`src/include/osc_trim_pkg.sv`:
```
// Constants, field layouts and carrier types of the oscillator trim and switch block
package osc_trim_pkg;

  // ---------------------------------------------------------------------------
  // Register indices (byte address is four times the index)
  // ---------------------------------------------------------------------------
  localparam int unsigned ADDR_W   = 12;
  localparam logic [9:0]  IDX_REQ  = 10'h28D;  // clock_request_control
  localparam logic [9:0]  IDX_CUR  = 10'h28E;  // clock_current_status
  localparam logic [9:0]  IDX_SW   = 10'h28F;  // clock_switch_control
  localparam logic [9:0]  IDX_TRIM = 10'h292;  // trim_register
  localparam logic [9:0]  IDX_ACT  = 10'h294;  // auto_trim_control
  localparam logic [9:0]  IDX_IRQ  = 10'h295;  // trim_irq_control

  // ---------------------------------------------------------------------------
  // Field positions
  // ---------------------------------------------------------------------------
  localparam int unsigned BIT_ACT_EN   = 7;
  localparam int unsigned BIT_ACT_HOLD = 6;
  localparam int unsigned BIT_ACT_LOCK = 3;
  localparam int unsigned BIT_ACT_OOR  = 1;
  localparam int unsigned BIT_SW_HOLD  = 7;
  localparam int unsigned BIT_SW_PWR   = 6;
  localparam int unsigned BIT_SW_DONE  = 4;
  localparam int unsigned BIT_SW_RDY   = 3;
  localparam int unsigned BIT_IRQ_FLAG = 0;
  localparam int unsigned BIT_IRQ_EN   = 1;
  localparam int unsigned SEL_LSB      = 0;   // Source in 6:4, divider in 3:0
  localparam int unsigned TRIM_W       = 6;

  // ---------------------------------------------------------------------------
  // Reset values and encodings
  // ---------------------------------------------------------------------------
  localparam logic        RST_PWR      = 1'b1;
  localparam logic [5:0]  RST_TRIM     = 6'h00;
  localparam logic [2:0]  SRC_EXT      = 3'h7;
  localparam logic [2:0]  SRC_FAST     = 3'h6;
  localparam logic [2:0]  SRC_SLOW     = 3'h5;
  localparam logic [2:0]  SRC_XTAL     = 3'h4;
  localparam logic [2:0]  SRC_EXT_PLL  = 3'h2;
  localparam logic [3:0]  DIV_MAX      = 4'h9;   // Divide by 512
  localparam logic [5:0]  TRIM_MAX     = 6'h1F;
  localparam logic [5:0]  TRIM_MIN     = 6'h20;

  // ---------------------------------------------------------------------------
  // Timing: reference rate and nominal fast oscillator rate
  // ---------------------------------------------------------------------------
  localparam int unsigned REF_FREQ_HZ  = 32768;
  localparam int unsigned FAST_FREQ_HZ = 32000000;
  localparam int unsigned EXP_COUNT    = FAST_FREQ_HZ / REF_FREQ_HZ;
  localparam int unsigned LOCK_TOL_PCT = 1;

  // ---------------------------------------------------------------------------
  // Types
  // ---------------------------------------------------------------------------
  typedef struct packed {
    logic [2:0] src;
    logic [3:0] div;
  } clk_sel_t;

  typedef enum logic [2:0] {
    SW_IDLE = 3'b001,
    SW_WAIT = 3'b010,
    SW_HELD = 3'b100
  } sw_state_t;

  // Only five source codes name a real oscillator
  function automatic logic src_valid(input logic [2:0] s);
    return (s == SRC_EXT) || (s == SRC_FAST) || (s == SRC_SLOW) ||
           (s == SRC_XTAL) || (s == SRC_EXT_PLL);
  endfunction

endpackage

```
`src/verilog/osc_trim_switch.sv`:
```
// Auto-trim of the fast internal oscillator and clock switch control, APB slave
`timescale 1ns/1ps
`default_nettype none

module osc_trim_switch
  import osc_trim_pkg::*;
#(
  parameter int unsigned CNT_W   = 16,
  parameter int unsigned EXP_CNT = EXP_COUNT
) (
  input  wire logic              CLK,
  input  wire logic              ARST_N,
  input  wire logic              PSEL,
  input  wire logic              PENABLE,
  input  wire logic              PWRITE,
  input  wire logic [ADDR_W-1:0] PADDR,
  input  wire logic [31:0]       PWDATA,
  output var  logic [31:0]       PRDATA,
  output logic                   PREADY,
  output var  logic              PSLVERR,
  input  wire clk_sel_t          RESET_SEL_CFG,
  input  wire logic              SWITCH_PERMIT_CFG,
  input  wire logic              REF_CLK_IN,
  input  wire logic              FAST_OSC_TICK,
  input  wire logic              REQ_OSC_READY,
  output var  logic [TRIM_W-1:0] TRIM_CODE,
  output var  clk_sel_t          REQ_SEL,
  output var  clk_sel_t          ACTIVE_SEL,
  output var  logic              XTAL_HIGH_POWER,
  output var  logic              TRIM_IRQ
);

  // ---------------------------------------------------------------------------
  // Elaboration checks
  // ---------------------------------------------------------------------------
  localparam int unsigned TOL = (EXP_CNT * LOCK_TOL_PCT) / 100;
  generate
    if (EXP_CNT < 100 || EXP_CNT + TOL >= (1 << CNT_W) - 1) begin : g_bad_cnt
      $error("Expected count does not fit the counter or is too coarse for 1 percent");
    end
  endgenerate
  localparam logic [CNT_W-1:0] CNT_EXP = CNT_W'(EXP_CNT);
  localparam logic [CNT_W-1:0] CNT_LO  = CNT_W'(EXP_CNT - TOL);
  localparam logic [CNT_W-1:0] CNT_HI  = CNT_W'(EXP_CNT + TOL);

  // ---------------------------------------------------------------------------
  // Reset release
  // ---------------------------------------------------------------------------
  logic rst_meta_r;
  logic rst_n;
  // Two stages so that release never lands near a clock edge
  always_ff @(posedge CLK or negedge ARST_N) begin
    if (!ARST_N) begin
      rst_meta_r <= 1'b0;
      rst_n      <= 1'b0;
    end else begin
      rst_meta_r <= 1'b1;
      rst_n      <= rst_meta_r;
    end
  end

  // ---------------------------------------------------------------------------
  // Register storage
  // ---------------------------------------------------------------------------
  logic              auto_trim_enable;
  logic              trim_update_hold;
  logic              trim_locked;
  logic              trim_out_of_range;
  logic              trim_irq_flag;
  logic              trim_irq_enable;
  logic [TRIM_W-1:0] trim_r;
  logic              switch_hold;
  logic              crystal_power_select;
  logic              requested_ready;
  logic              strap_loaded_r;
  clk_sel_t          req_r;
  clk_sel_t          act_r;
  sw_state_t         sw_state_r;

  // Bus decode shared by the write and read paths
  logic       setup_ph;
  logic       wr_en;
  logic [9:0] idx;
  logic       aligned;
  logic       hit;
  assign setup_ph = PSEL && !PENABLE;
  assign wr_en    = PSEL && PENABLE && PWRITE;
  assign idx      = PADDR[ADDR_W-1:2];
  assign aligned  = (PADDR[1:0] == 2'b00);
  assign hit      = aligned && ((idx == IDX_REQ) || (idx == IDX_CUR) || (idx == IDX_SW) ||
                    (idx == IDX_TRIM) || (idx == IDX_ACT) || (idx == IDX_IRQ));

  // ---------------------------------------------------------------------------
  // Tuning measurement
  // ---------------------------------------------------------------------------
  logic             ref_d_r;
  logic             ref_rise;
  logic             armed_r;
  logic             tune_cycle;
  logic [CNT_W-1:0] fast_cnt_r;
  logic             too_slow;
  logic             too_fast;
  logic             lock_nxt;
  logic             oor_nxt;
  assign ref_rise   = REF_CLK_IN && !ref_d_r;
  // The first reference edge after enabling only opens a full measuring period
  assign tune_cycle = auto_trim_enable && ref_rise && armed_r;

  // Fast oscillator ticks counted over one reference period, saturating
  always_ff @(posedge CLK or negedge rst_n) begin
    if (!rst_n) begin
      ref_d_r    <= 1'b0;
      armed_r    <= 1'b0;
      fast_cnt_r <= '0;
    end else begin
      ref_d_r <= REF_CLK_IN;
      if (!auto_trim_enable) begin
        armed_r    <= 1'b0;
        fast_cnt_r <= '0;
      end else if (ref_rise) begin
        armed_r    <= 1'b1;
        fast_cnt_r <= '0;
      end else if (FAST_OSC_TICK && fast_cnt_r != '1) begin
        fast_cnt_r <= fast_cnt_r + CNT_W'(1);
      end
    end
  end

  // Lock window and range decision at each tuning cycle
  always_comb begin
    too_slow = (fast_cnt_r < CNT_LO);
    too_fast = (fast_cnt_r > CNT_HI);
    lock_nxt = !too_slow && !too_fast;
    oor_nxt  = (too_slow && trim_r == TRIM_MAX) ||
               (too_fast && trim_r == TRIM_MIN);
  end

  // Status bits: hardware only; cleared while auto-trim is off
  always_ff @(posedge CLK or negedge rst_n) begin
    if (!rst_n) begin
      trim_locked       <= 1'b0;
      trim_out_of_range <= 1'b0;
    end else if (!auto_trim_enable) begin
      trim_locked       <= 1'b0;
      trim_out_of_range <= 1'b0;
    end else if (tune_cycle) begin
      trim_locked       <= lock_nxt;
      trim_out_of_range <= oor_nxt;
    end
  end

  // Trim code: hardware steps it, or software writes it, never both
  always_ff @(posedge CLK or negedge rst_n) begin
    if (!rst_n) begin
      trim_r <= RST_TRIM;
    end else if (auto_trim_enable) begin
      if (tune_cycle && !trim_update_hold) begin
        // Signed step; the limits saturate rather than wrap
        if (fast_cnt_r < CNT_EXP && trim_r != TRIM_MAX) begin
          trim_r <= trim_r + 6'h01;
        end else if (fast_cnt_r > CNT_EXP && trim_r != TRIM_MIN) begin
          trim_r <= trim_r - 6'h01;
        end
      end
    end else if (wr_en && aligned && idx == IDX_TRIM && !trim_update_hold) begin
      trim_r <= PWDATA[TRIM_W-1:0];
    end
  end
  assign TRIM_CODE = trim_r;

  // Control bits of the trimmer; flag set wins over a write-one clear
  always_ff @(posedge CLK or negedge rst_n) begin
    if (!rst_n) begin
      auto_trim_enable <= 1'b0;
      trim_update_hold <= 1'b0;
      trim_irq_flag    <= 1'b0;
      trim_irq_enable  <= 1'b0;
    end else begin
      if (wr_en && aligned && idx == IDX_ACT) begin
        auto_trim_enable <= PWDATA[BIT_ACT_EN];
        trim_update_hold <= PWDATA[BIT_ACT_HOLD];
      end
      if (wr_en && aligned && idx == IDX_IRQ) begin
        trim_irq_enable <= PWDATA[BIT_IRQ_EN];
      end
      if (tune_cycle && (lock_nxt != trim_locked || oor_nxt != trim_out_of_range)) begin
        trim_irq_flag <= 1'b1;
      end else if (wr_en && aligned && idx == IDX_IRQ && PWDATA[BIT_IRQ_FLAG]) begin
        trim_irq_flag <= 1'b0;
      end
    end
  end
  assign TRIM_IRQ = trim_irq_flag && trim_irq_enable;

  // ---------------------------------------------------------------------------
  // Clock selection
  // ---------------------------------------------------------------------------
  logic sw_done;
  logic req_wr_ok;
  assign sw_done   = (req_r == act_r);
  // A reserved source drops the whole byte; so does a locked-down switch
  assign req_wr_ok = wr_en && aligned && idx == IDX_REQ && SWITCH_PERMIT_CFG &&
                     src_valid(PWDATA[6:4]) && (PWDATA[3:0] <= DIV_MAX);

  // Request fields; straps are caught on the first edge after release
  always_ff @(posedge CLK or negedge rst_n) begin
    if (!rst_n) begin
      strap_loaded_r <= 1'b0;
      req_r          <= '0;
    end else if (!strap_loaded_r || !SWITCH_PERMIT_CFG) begin
      strap_loaded_r <= 1'b1;
      req_r          <= RESET_SEL_CFG;
    end else if (req_wr_ok) begin
      req_r <= PWDATA[6:0];
    end
  end

  // Switch sequencer: wait for readiness, optionally hold, then copy
  always_ff @(posedge CLK or negedge rst_n) begin
    if (!rst_n) begin
      sw_state_r      <= SW_IDLE;
      act_r           <= '0;
      requested_ready <= 1'b0;
    end else if (!strap_loaded_r) begin
      act_r <= RESET_SEL_CFG;
    end else begin
      case (sw_state_r)
        SW_IDLE: begin
          requested_ready <= 1'b0;
          if (!sw_done) begin
            sw_state_r <= SW_WAIT;
          end
        end
        SW_WAIT: begin
          if (sw_done) begin
            sw_state_r <= SW_IDLE;
          end else if (REQ_OSC_READY && !switch_hold) begin
            act_r      <= req_r;
            sw_state_r <= SW_IDLE;
          end else if (REQ_OSC_READY) begin
            requested_ready <= 1'b1;
            sw_state_r      <= SW_HELD;
          end
        end
        SW_HELD: begin
          // Abandoned by copying active back, or released by clearing hold
          if (sw_done) begin
            requested_ready <= 1'b0;
            sw_state_r      <= SW_IDLE;
          end else if (!switch_hold) begin
            act_r           <= req_r;
            requested_ready <= 1'b0;
            sw_state_r      <= SW_IDLE;
          end
        end
        default: begin
          sw_state_r      <= SW_IDLE;
          requested_ready <= 1'b0;
        end
      endcase
    end
  end

  // Switch control byte: hold and crystal power are plain software bits
  always_ff @(posedge CLK or negedge rst_n) begin
    if (!rst_n) begin
      switch_hold          <= 1'b0;
      crystal_power_select <= RST_PWR;
    end else if (wr_en && aligned && idx == IDX_SW) begin
      switch_hold          <= PWDATA[BIT_SW_HOLD];
      crystal_power_select <= PWDATA[BIT_SW_PWR];
    end
  end
  assign REQ_SEL         = req_r;
  assign ACTIVE_SEL      = act_r;
  assign XTAL_HIGH_POWER = crystal_power_select;

  // ---------------------------------------------------------------------------
  // APB read path: data captured in the setup cycle, answered with no wait
  // ---------------------------------------------------------------------------
  logic [7:0] rd_byte;
  always_comb begin
    rd_byte = 8'h00;
    case (idx)
      IDX_REQ:  rd_byte = {1'b0, req_r};
      IDX_CUR:  rd_byte = {1'b0, act_r};
      IDX_SW:   rd_byte = {switch_hold, crystal_power_select, 1'b0, sw_done,
                           requested_ready, 3'b000};
      IDX_TRIM: rd_byte = {2'b00, trim_r};
      IDX_ACT:  rd_byte = {auto_trim_enable, trim_update_hold, 2'b00, trim_locked,
                           1'b0, trim_out_of_range, 1'b0};
      IDX_IRQ:  rd_byte = {6'h00, trim_irq_enable, trim_irq_flag};
      default:  rd_byte = 8'h00;
    endcase
  end

  always_ff @(posedge CLK or negedge rst_n) begin
    if (!rst_n) begin
      PRDATA  <= 32'h0000_0000;
      PSLVERR <= 1'b0;
    end else if (setup_ph) begin
      PRDATA  <= (hit && !PWRITE) ? {24'h00_0000, rd_byte} : 32'h0000_0000;
      PSLVERR <= !hit;
    end
  end
  assign PREADY = PSEL && PENABLE;

  // ---------------------------------------------------------------------------
  // Assertions
  // ---------------------------------------------------------------------------
  property p_trim_sw_blocked;
    @(posedge CLK) disable iff (!rst_n)
      (wr_en && aligned && idx == IDX_TRIM && (auto_trim_enable || trim_update_hold) &&
       !tune_cycle) |=> $stable(trim_r);
  endproperty
  a_trim_sw_blocked: assert property (p_trim_sw_blocked) else $error("trim took a blocked write");

  property p_trim_sw_write;
    @(posedge CLK) disable iff (!rst_n)
      (wr_en && aligned && idx == IDX_TRIM && !auto_trim_enable && !trim_update_hold)
      |=> (trim_r == $past(PWDATA[5:0]));
  endproperty
  a_trim_sw_write: assert property (p_trim_sw_write) else $error("software trim write lost");

  property p_lock_off;
    @(posedge CLK) disable iff (!rst_n)
      !auto_trim_enable |=> !trim_locked && !trim_out_of_range;
  endproperty
  a_lock_off: assert property (p_lock_off) else $error("status bits set with auto-trim off");

  property p_step_one;
    @(posedge CLK) disable iff (!rst_n)
      (auto_trim_enable && $changed(trim_r)) |->
        ($past(tune_cycle) && !$past(trim_update_hold) &&
         (trim_r - $past(trim_r) == 6'h01 || $past(trim_r) - trim_r == 6'h01));
  endproperty
  a_step_one: assert property (p_step_one) else $error("trim moved off a tuning cycle step");

  property p_hold_freeze;
    @(posedge CLK) disable iff (!rst_n)
      (auto_trim_enable && trim_update_hold) [*2] |-> $stable(trim_r);
  endproperty
  a_hold_freeze: assert property (p_hold_freeze) else $error("trim changed under update hold");

  property p_flag_on_change;
    @(posedge CLK) disable iff (!rst_n)
      (tune_cycle && lock_nxt != trim_locked) |=> trim_irq_flag;
  endproperty
  a_flag_on_change: assert property (p_flag_on_change) else $error("lock change raised no flag");

  property p_irq_follows;
    @(posedge CLK) disable iff (!rst_n)
      TRIM_IRQ == (trim_irq_flag && trim_irq_enable);
  endproperty
  a_irq_follows: assert property (p_irq_follows) else $error("interrupt does not follow flag");

  property p_reserved_src;
    @(posedge CLK) disable iff (!rst_n)
      (strap_loaded_r && SWITCH_PERMIT_CFG && wr_en && aligned && idx == IDX_REQ &&
       !src_valid(PWDATA[6:4])) |=> $stable(req_r);
  endproperty
  a_reserved_src: assert property (p_reserved_src) else $error("reserved source was written");

  property p_no_permit;
    @(posedge CLK) disable iff (!rst_n)
      (strap_loaded_r && !SWITCH_PERMIT_CFG) |=> (req_r == $past(RESET_SEL_CFG));
  endproperty
  a_no_permit: assert property (p_no_permit) else $error("request moved without permit");

  property p_hold_blocks;
    @(posedge CLK) disable iff (!rst_n)
      (sw_state_r == SW_HELD && switch_hold && !sw_done) |=> $stable(act_r) && requested_ready;
  endproperty
  a_hold_blocks: assert property (p_hold_blocks) else $error("switch completed under hold");

  property p_switch_now;
    @(posedge CLK) disable iff (!rst_n)
      (sw_state_r == SW_WAIT && !sw_done && REQ_OSC_READY && !switch_hold)
      |=> sw_done && !requested_ready ##1 sw_state_r == SW_IDLE;
  endproperty
  a_switch_now: assert property (p_switch_now) else $error("switch did not complete on ready");

  c_lock:    cover property (@(posedge CLK) disable iff (!rst_n) $rose(trim_locked));
  c_oor:     cover property (@(posedge CLK) disable iff (!rst_n) $rose(trim_out_of_range));
  c_held:    cover property (@(posedge CLK) disable iff (!rst_n)
                             sw_state_r == SW_HELD ##1 sw_state_r == SW_IDLE);
  c_switch:  cover property (@(posedge CLK) disable iff (!rst_n) $changed(act_r));

endmodule

`default_nettype wire
```
`config.mk`:
```
export PLATFORM = sky130hd
export DESIGN_NAME = osc_trim_switch
export DESIGN_NICKNAME = d
export VERILOG_FILES = /design/src/include/osc_trim_pkg.sv /design/src/verilog/osc_trim_switch.sv
export SDC_FILE = /design/constraint.sdc
export NUM_CORES = 1
export LEC_CHECK = 0
export ABC_AREA = 0
export BUFFER_PORTS_ARGS = -buffer_cell sky130_fd_sc_hd__buf_4
export CAP_MARGIN = 20
export CORE_MARGIN = 10
export CORE_UTILIZATION = 55
export DETAILED_ROUTE_END_ITERATION = 7
export PLACE_DENSITY = 0.91
export SKIP_CTS_REPAIR_TIMING = 1
export SYNTH_ARGS = -nofsm -noshare
export SYNTH_HDL_FRONTEND = slang
export SYNTH_SLANG_ARGS = --single-unit
```
`constraint.sdc`:
```
create_clock -name CLK -period 2.9 [get_ports CLK]
set_input_delay 0.29 -clock CLK [delete_from_list [all_inputs] [get_ports CLK]]
set_output_delay 0.29 -clock CLK [all_outputs]
set_load 0.005 [all_outputs]
```
---- Word-level counts from Yosys, hierarchy flattened ----
Cells that the tools add are included.
storage, ports and cells
  memory bits (writable) .................. 0
  bits of input ports ..................... 60
  latch bits .............................. 0
  memories ................................ 0
  word-level logic and storage cells ...... 167
  bits in read-only memories .............. 0
  output and inout bits ................... 56
  bits in registers ....................... 86
operators by class
  multiply operators ...................... 0
  shift-type cells ........................ 0
  reductions and logical operators ........ 59
  $lt $le $gt $ge ......................... 5
  equality and inequality tests ........... 38
  mux-type cells .......................... 39
  bitwise gates (word level) .............. 0
  div/mod/pow operators ................... 0
  add/subtract/negate cells ............... 3
operators by type and width
  kind                   number
  $eq 10x10->1 const B   6
  $mux 7                 7
  $mux 16                3
  $pmux 8 s6             1
  $gt 16x10->1 const B   2
  $lt 16x10->1 const B   2
  $mux 6                 5
  $logic_and 1x1->1      29
  $mux 3                 6
  $add 16x1->16 const B  1
  $ne 16x16->1 const B   1
  $eq 3x3->1 const B     5
  $ne 3x3->1 const B     5
  $pmux 7 s2             1
  $mux 1                 13
  $logic_or 1x1->1       12
  $logic_not 1->1        10
  $reduce_and 5->1       2
  $ne 3x1->1 const B     3
  $pmux 3 s3             1
  $mux 8                 1
  $ne 2x2->1 const B     4
  $eq 7x7->1             1
  $add 6x1->6 const B    1
  16 further kinds       22

---- Logic depth before layout (Yosys ltp) ----
  depth in word-level cells ............... 9
  gate-level depth with buffers ........... 12
  depth with buffers taken out ............ 11

---- Worst setup path before layout ----
No wires, ideal clock.
  path kind ............................... flip-flop to flip-flop
  start point ............................. register fast_cnt_r[10]
  end point ............................... register trim_r[5], in the netlist TRIM_CODE[5]
  stages on the path, launching flop included .. 12
  data arrival time ....................... 2408 ps
  path slack .............................. 370 ps
  setup time .............................. 123 ps
  data required time ...................... 2777 ps
  clock period less this slack ............ 2530 ps
  buffers on the path ..................... 1
  cells stage by stage .................... dfrtp_1 > nor4_4 > nand2_2 > or3_1 > buf_2 > ha_1 > a21oi_1 > nand2_1 > a31oi_1 > xor2_1 > a21boi_2 > a2bb2oi_2
between the ends
  cells in the longest elaborated chain, start to end .. 5
  elaborated cells between the ends (all ways) .. 9
  those cells by class .................... order compare: 2; eq/ne: 1; mux: 3; reduce/logical: 3
RTL lines
  what                    RTL line                source
  start, declared         osc_trim_switch.sv:100  logic [CNT_W-1:0] fast_cnt_r;
  start signal, assigned  osc_trim_switch.sv:124  fast_cnt_r <= fast_cnt_r + CNT_W'(1);
  $lt 16x10->1            osc_trim_switch.sv:159  if (fast_cnt_r < CNT_EXP && trim_r != TRIM_MAX) begin
  $logic_and 1x1->1       osc_trim_switch.sv:159
  $mux 6                  osc_trim_switch.sv:159
  $mux 6                  osc_trim_switch.sv:157  if (tune_cycle && !trim_update_hold) begin
  $mux 6                  osc_trim_switch.sv:156  end else if (auto_trim_enable) begin
  end signal, assigned    osc_trim_switch.sv:160  trim_r <= trim_r + 6'h01;
  end signal, assigned    osc_trim_switch.sv:162  trim_r <= trim_r - 6'h01;
  end signal, assigned    osc_trim_switch.sv:166  trim_r <= PWDATA[TRIM_W-1:0];
  end, declared           osc_trim_switch.sv:71   logic [TRIM_W-1:0] trim_r;
Several ways; a longest one is shown, not always the timed one. The select of a mux whose other input is x is not followed.
A chain may end at the register's enable or synchronous reset.

---- Final worst setup path ----
Same ends and word-level chain as after synthesis.

==> impl_metrics.toml <==
[clock_tree]
htree_num_levels = 3
cts_tree = "done"
clockBufferDepth = 2
cts_buffers = 9
clock_latency_ns = 0.36
clockRootBuffer = "clkbuf_8"
clk_pin_slew_worst_paths_ns = 0.07
cts_sinks = 62

[sta]
post-route-period-util_pct = 94.4
tightest_slew_ns = 0.729
setup-tns-final_ns = 0
hold_viol = 0
max_slew_margin_pct = 50.8
finalClockSkew_ns = 0.0133
drv_slew = 0
fmax_mhz = 365
min_period_ns = 2.74
rsz0062_at_grt = "false"
finalSetupViolations = 0

[critical_path]
critPathLaunchType = "flop"
worstPathMaxFanout = 8
crit_family = "simple AND/OR/NAND/NOR gates"
cp-startpoint = "fast_cnt_r[10]"
r2r_start = "fast_cnt_r[10]"
worstReg2RegEnd = "TRIM_CODE[5]"
path_cells = "nor4_4 > nand2_2 > or3_4 > ha_1 > a21oi_1 > nand2_1 > a31oi_1 > xor2_1 > a21boi_2 > a2bb2oi_2"
path_depth = 10
critPathKind = "reg2reg"
path_buf_inv = 0
crit_end = "TRIM_CODE[5]"
cpMaxStageDelayCell = "dfrtp_1"
arrival_ns = 2.96
rrSetupSlack_ns = 0.16
required_ns = 3.12
critPathMaxStageDelay_ns = 0.46
end_kind = "flop"
rr_worst_depth = 10

[global_routing]
antenna_found_initial = 0
grt_first_pass_wirelength_mm = 16.6
grt_max_degree = 24
grt_pass1_vias = 3422
grt_usage_pct = 19.8
grt_overflow = 0

[detailed_routing]
drt_iter0_drc = 257
dr.pass1.iters = 7
final_antenna_net_count = 0
avgViaCountPerCell = 5.87
drc_errors = 0
vias = 3461
wl_per_cell_um = 18.1
totalWireLength_mm = 10.7

[floorplanning]
io_pins = 116
dieWidth_um = 103
die_y_um = 103
core_um2 = 6790
dieArea_um2 = 10700
start_util_pct = 56.4
rows = 30

[synth]
yosysUniqueCellTypes = 64
avgSynthCellArea_um2 = 9.25
ys_warn_count = 0
netlist_instances = 414
yosys_most_used_dff = "dfrtp_1"
synth_area_um2 = 3830
synth_edf_count = 0
yosysSeqAreaShare_pct = 40.6
synth-seq-cells = 62
async_reset_ff_share_pct = 100

[hold_path]
holdPathStages = 1
hold_class = "in2reg"

[power]
power_switching_share_pct = 35.3
pwr-share-clk_pct = 28.8
intPower_mw = 1.96
comb_power_share_pct = 32.7
p_seq_share_pct = 38.5
irDropWorstVdd_v = 0.000581
power_density_nw_per_um2 = 657
switchingPower_mw = 1.07
leakage_nw = 2.11

[placed_design]
port_buffers = 67
dp_hpwl_mm = 7.96
place.gp.congestion = 0.889
placedInstanceArea_um2 = 4370

[run]
cap_violations = 0

[finish]
insertedDiodeCount = 0
fin_area_um2 = 4620
area_delta_synth_final_pct = 20.6
num-fill-cells = 494
final_layout_size_suffix_gt1_share_pct = 23.3
nets = 558

[status]
outcome = "completed"
-- flip-flops by register name, indices dropped and copies added, names as in the netlist, 3 cells and up --
name / cells
TRIM_CODE: 6
PRDATA: 8
sw_state_r: 3
fast_cnt_r: 16
REQ_SEL: 7
ACTIVE_SEL: 7
-- worst reg2reg max path, stage by stage (launching register included) --
cell and delay (ns):
dfrtp_1 0.46, nor4_4 0.37, nand2_2 0.12, or3_4 0.41, ha_1 0.33, a21oi_1 0.14, nand2_1 0.10, a31oi_1 0.21
xor2_1 0.25, a21boi_2 0.09, a2bb2oi_2 0.14
-- cell usage in the layout (no fill, tap or decap), drive strengths merged, types with 8 or more instances in the layout --
cell	instances
buf	80
dfrtp	60
nor2	50
a21oi	31
conb	26
nand2	26
xnor2	19
mux2i	19
o21ai	19
inv	14
nor3	13
nand3	13
clkbuf	10
ha	8
-- routing by layer --
layer	GRT usage, %	wire [um]	share of wire, %	vias up
met2	32.7	5080	48	185
li1	-	-	-	1583
met1	23.9	4200	39	1666
met4	9.20	218	2.0	0
met3	4.45	1170	11	27
met5	0	0	0	-
-- worst min path at each step --
stage               startpoint          to  slack [ns]
global placement        ARST_N  rst_meta_r        0.07
floorplan               ARST_N  rst_meta_r      -0.006
detailed placement      ARST_N  rst_meta_r        0.07
finish              REF_CLK_IN     ref_d_r        0.04
global route        REF_CLK_IN     ref_d_r        0.05
CTS                     ARST_N  rst_meta_r       -0.31
-- cell type report --
| class | count | area, um2 | share of cell area [%] |
|---|---|---|---|
| clock buffers | 10 | 138 | 2.98 |
| clock inverters | 6 | 85.1 | 1.84 |
| inverters | 14 | 52.6 | 1.14 |
| multi-input cells | 321 | 2060 | 44.5 |
| flip-flops and latches | 62 | 1560 | 33.7 |
| well taps | 96 | 120 | 2.60 |
| repair buffers | 81 | 611 | 13.2 |
-- power groups by stage --
stage                     combinational [mW]  clock, mW  sequential, mW
final                                  0.992      0.874            1.17
after global routing                    1.10      0.919            1.18
after CTS                              0.976      0.881            1.16
after detailed placement               0.966          0            1.17
after global placement                 0.906          0            1.16
after floorplan                        0.668          0            1.13
-- synthesized netlist by cell type (6+ instances only) --
master | count | share of area (%)
nand2_1 | 25 | 2.5
inv_1 | 14 | 1.4
ha_1 | 8 | 2.6
buf_4 | 25 | 4.9
o21ai_0 | 10 | 1.3
clkbuf_1 | 10 | 0.98
a222oi_1 | 6 | 1.6
nor3_1 | 13 | 1.7
a21oi_1 | 27 | 3.5
o21ai_1 | 9 | 1.2
xnor2_1 | 19 | 4.3
dfrtp_1 | 60 | 39
nor2_1 | 50 | 4.9
or3_1 | 6 | 0.98
mux2i_1 | 19 | 5.0
nor2b_1 | 6 | 0.98
nand3_1 | 13 | 1.7
-- stage by stage --
step | power (mW) | utilization (%) | instances | hold WS [ns] | setup WS, ns
final | 3.03 | 68.0 | 590 | 0.0413 | 0.161
after global routing | 3.20 | 68.0 | 590 | 0.0485 | 0.0686
after CTS | 3.02 | 67.6 | 588 | -0.306 | 0.0694
after detailed placement | 2.14 | 64.4 | 572 | 0.0745 | 0.0884
after global placement | 2.07 | 64.4 | 572 | 0.0734 | 0.199
after floorplan | 1.80 | - | 438 | -0.00559 | 0.370
-- cell families (layout without fill, tap and decap cells) --
family                   Yosys count  in the layout  share of synthesized area, %
XOR/XNOR                          24             24                          5.49
multiplexers                      23             23                          6.14
adder cells (fa/ha/maj)            9              9                          3.14
flip-flops                        62             62                          40.6
other                              2             26                         0.196
AO/OA/AOI/OAI                     91             91                          16.3
buffers and inverters             55            111                          8.17
AND/OR/NAND/NOR                  148            148                          20.0
Power figures use the tool's default switching activity.
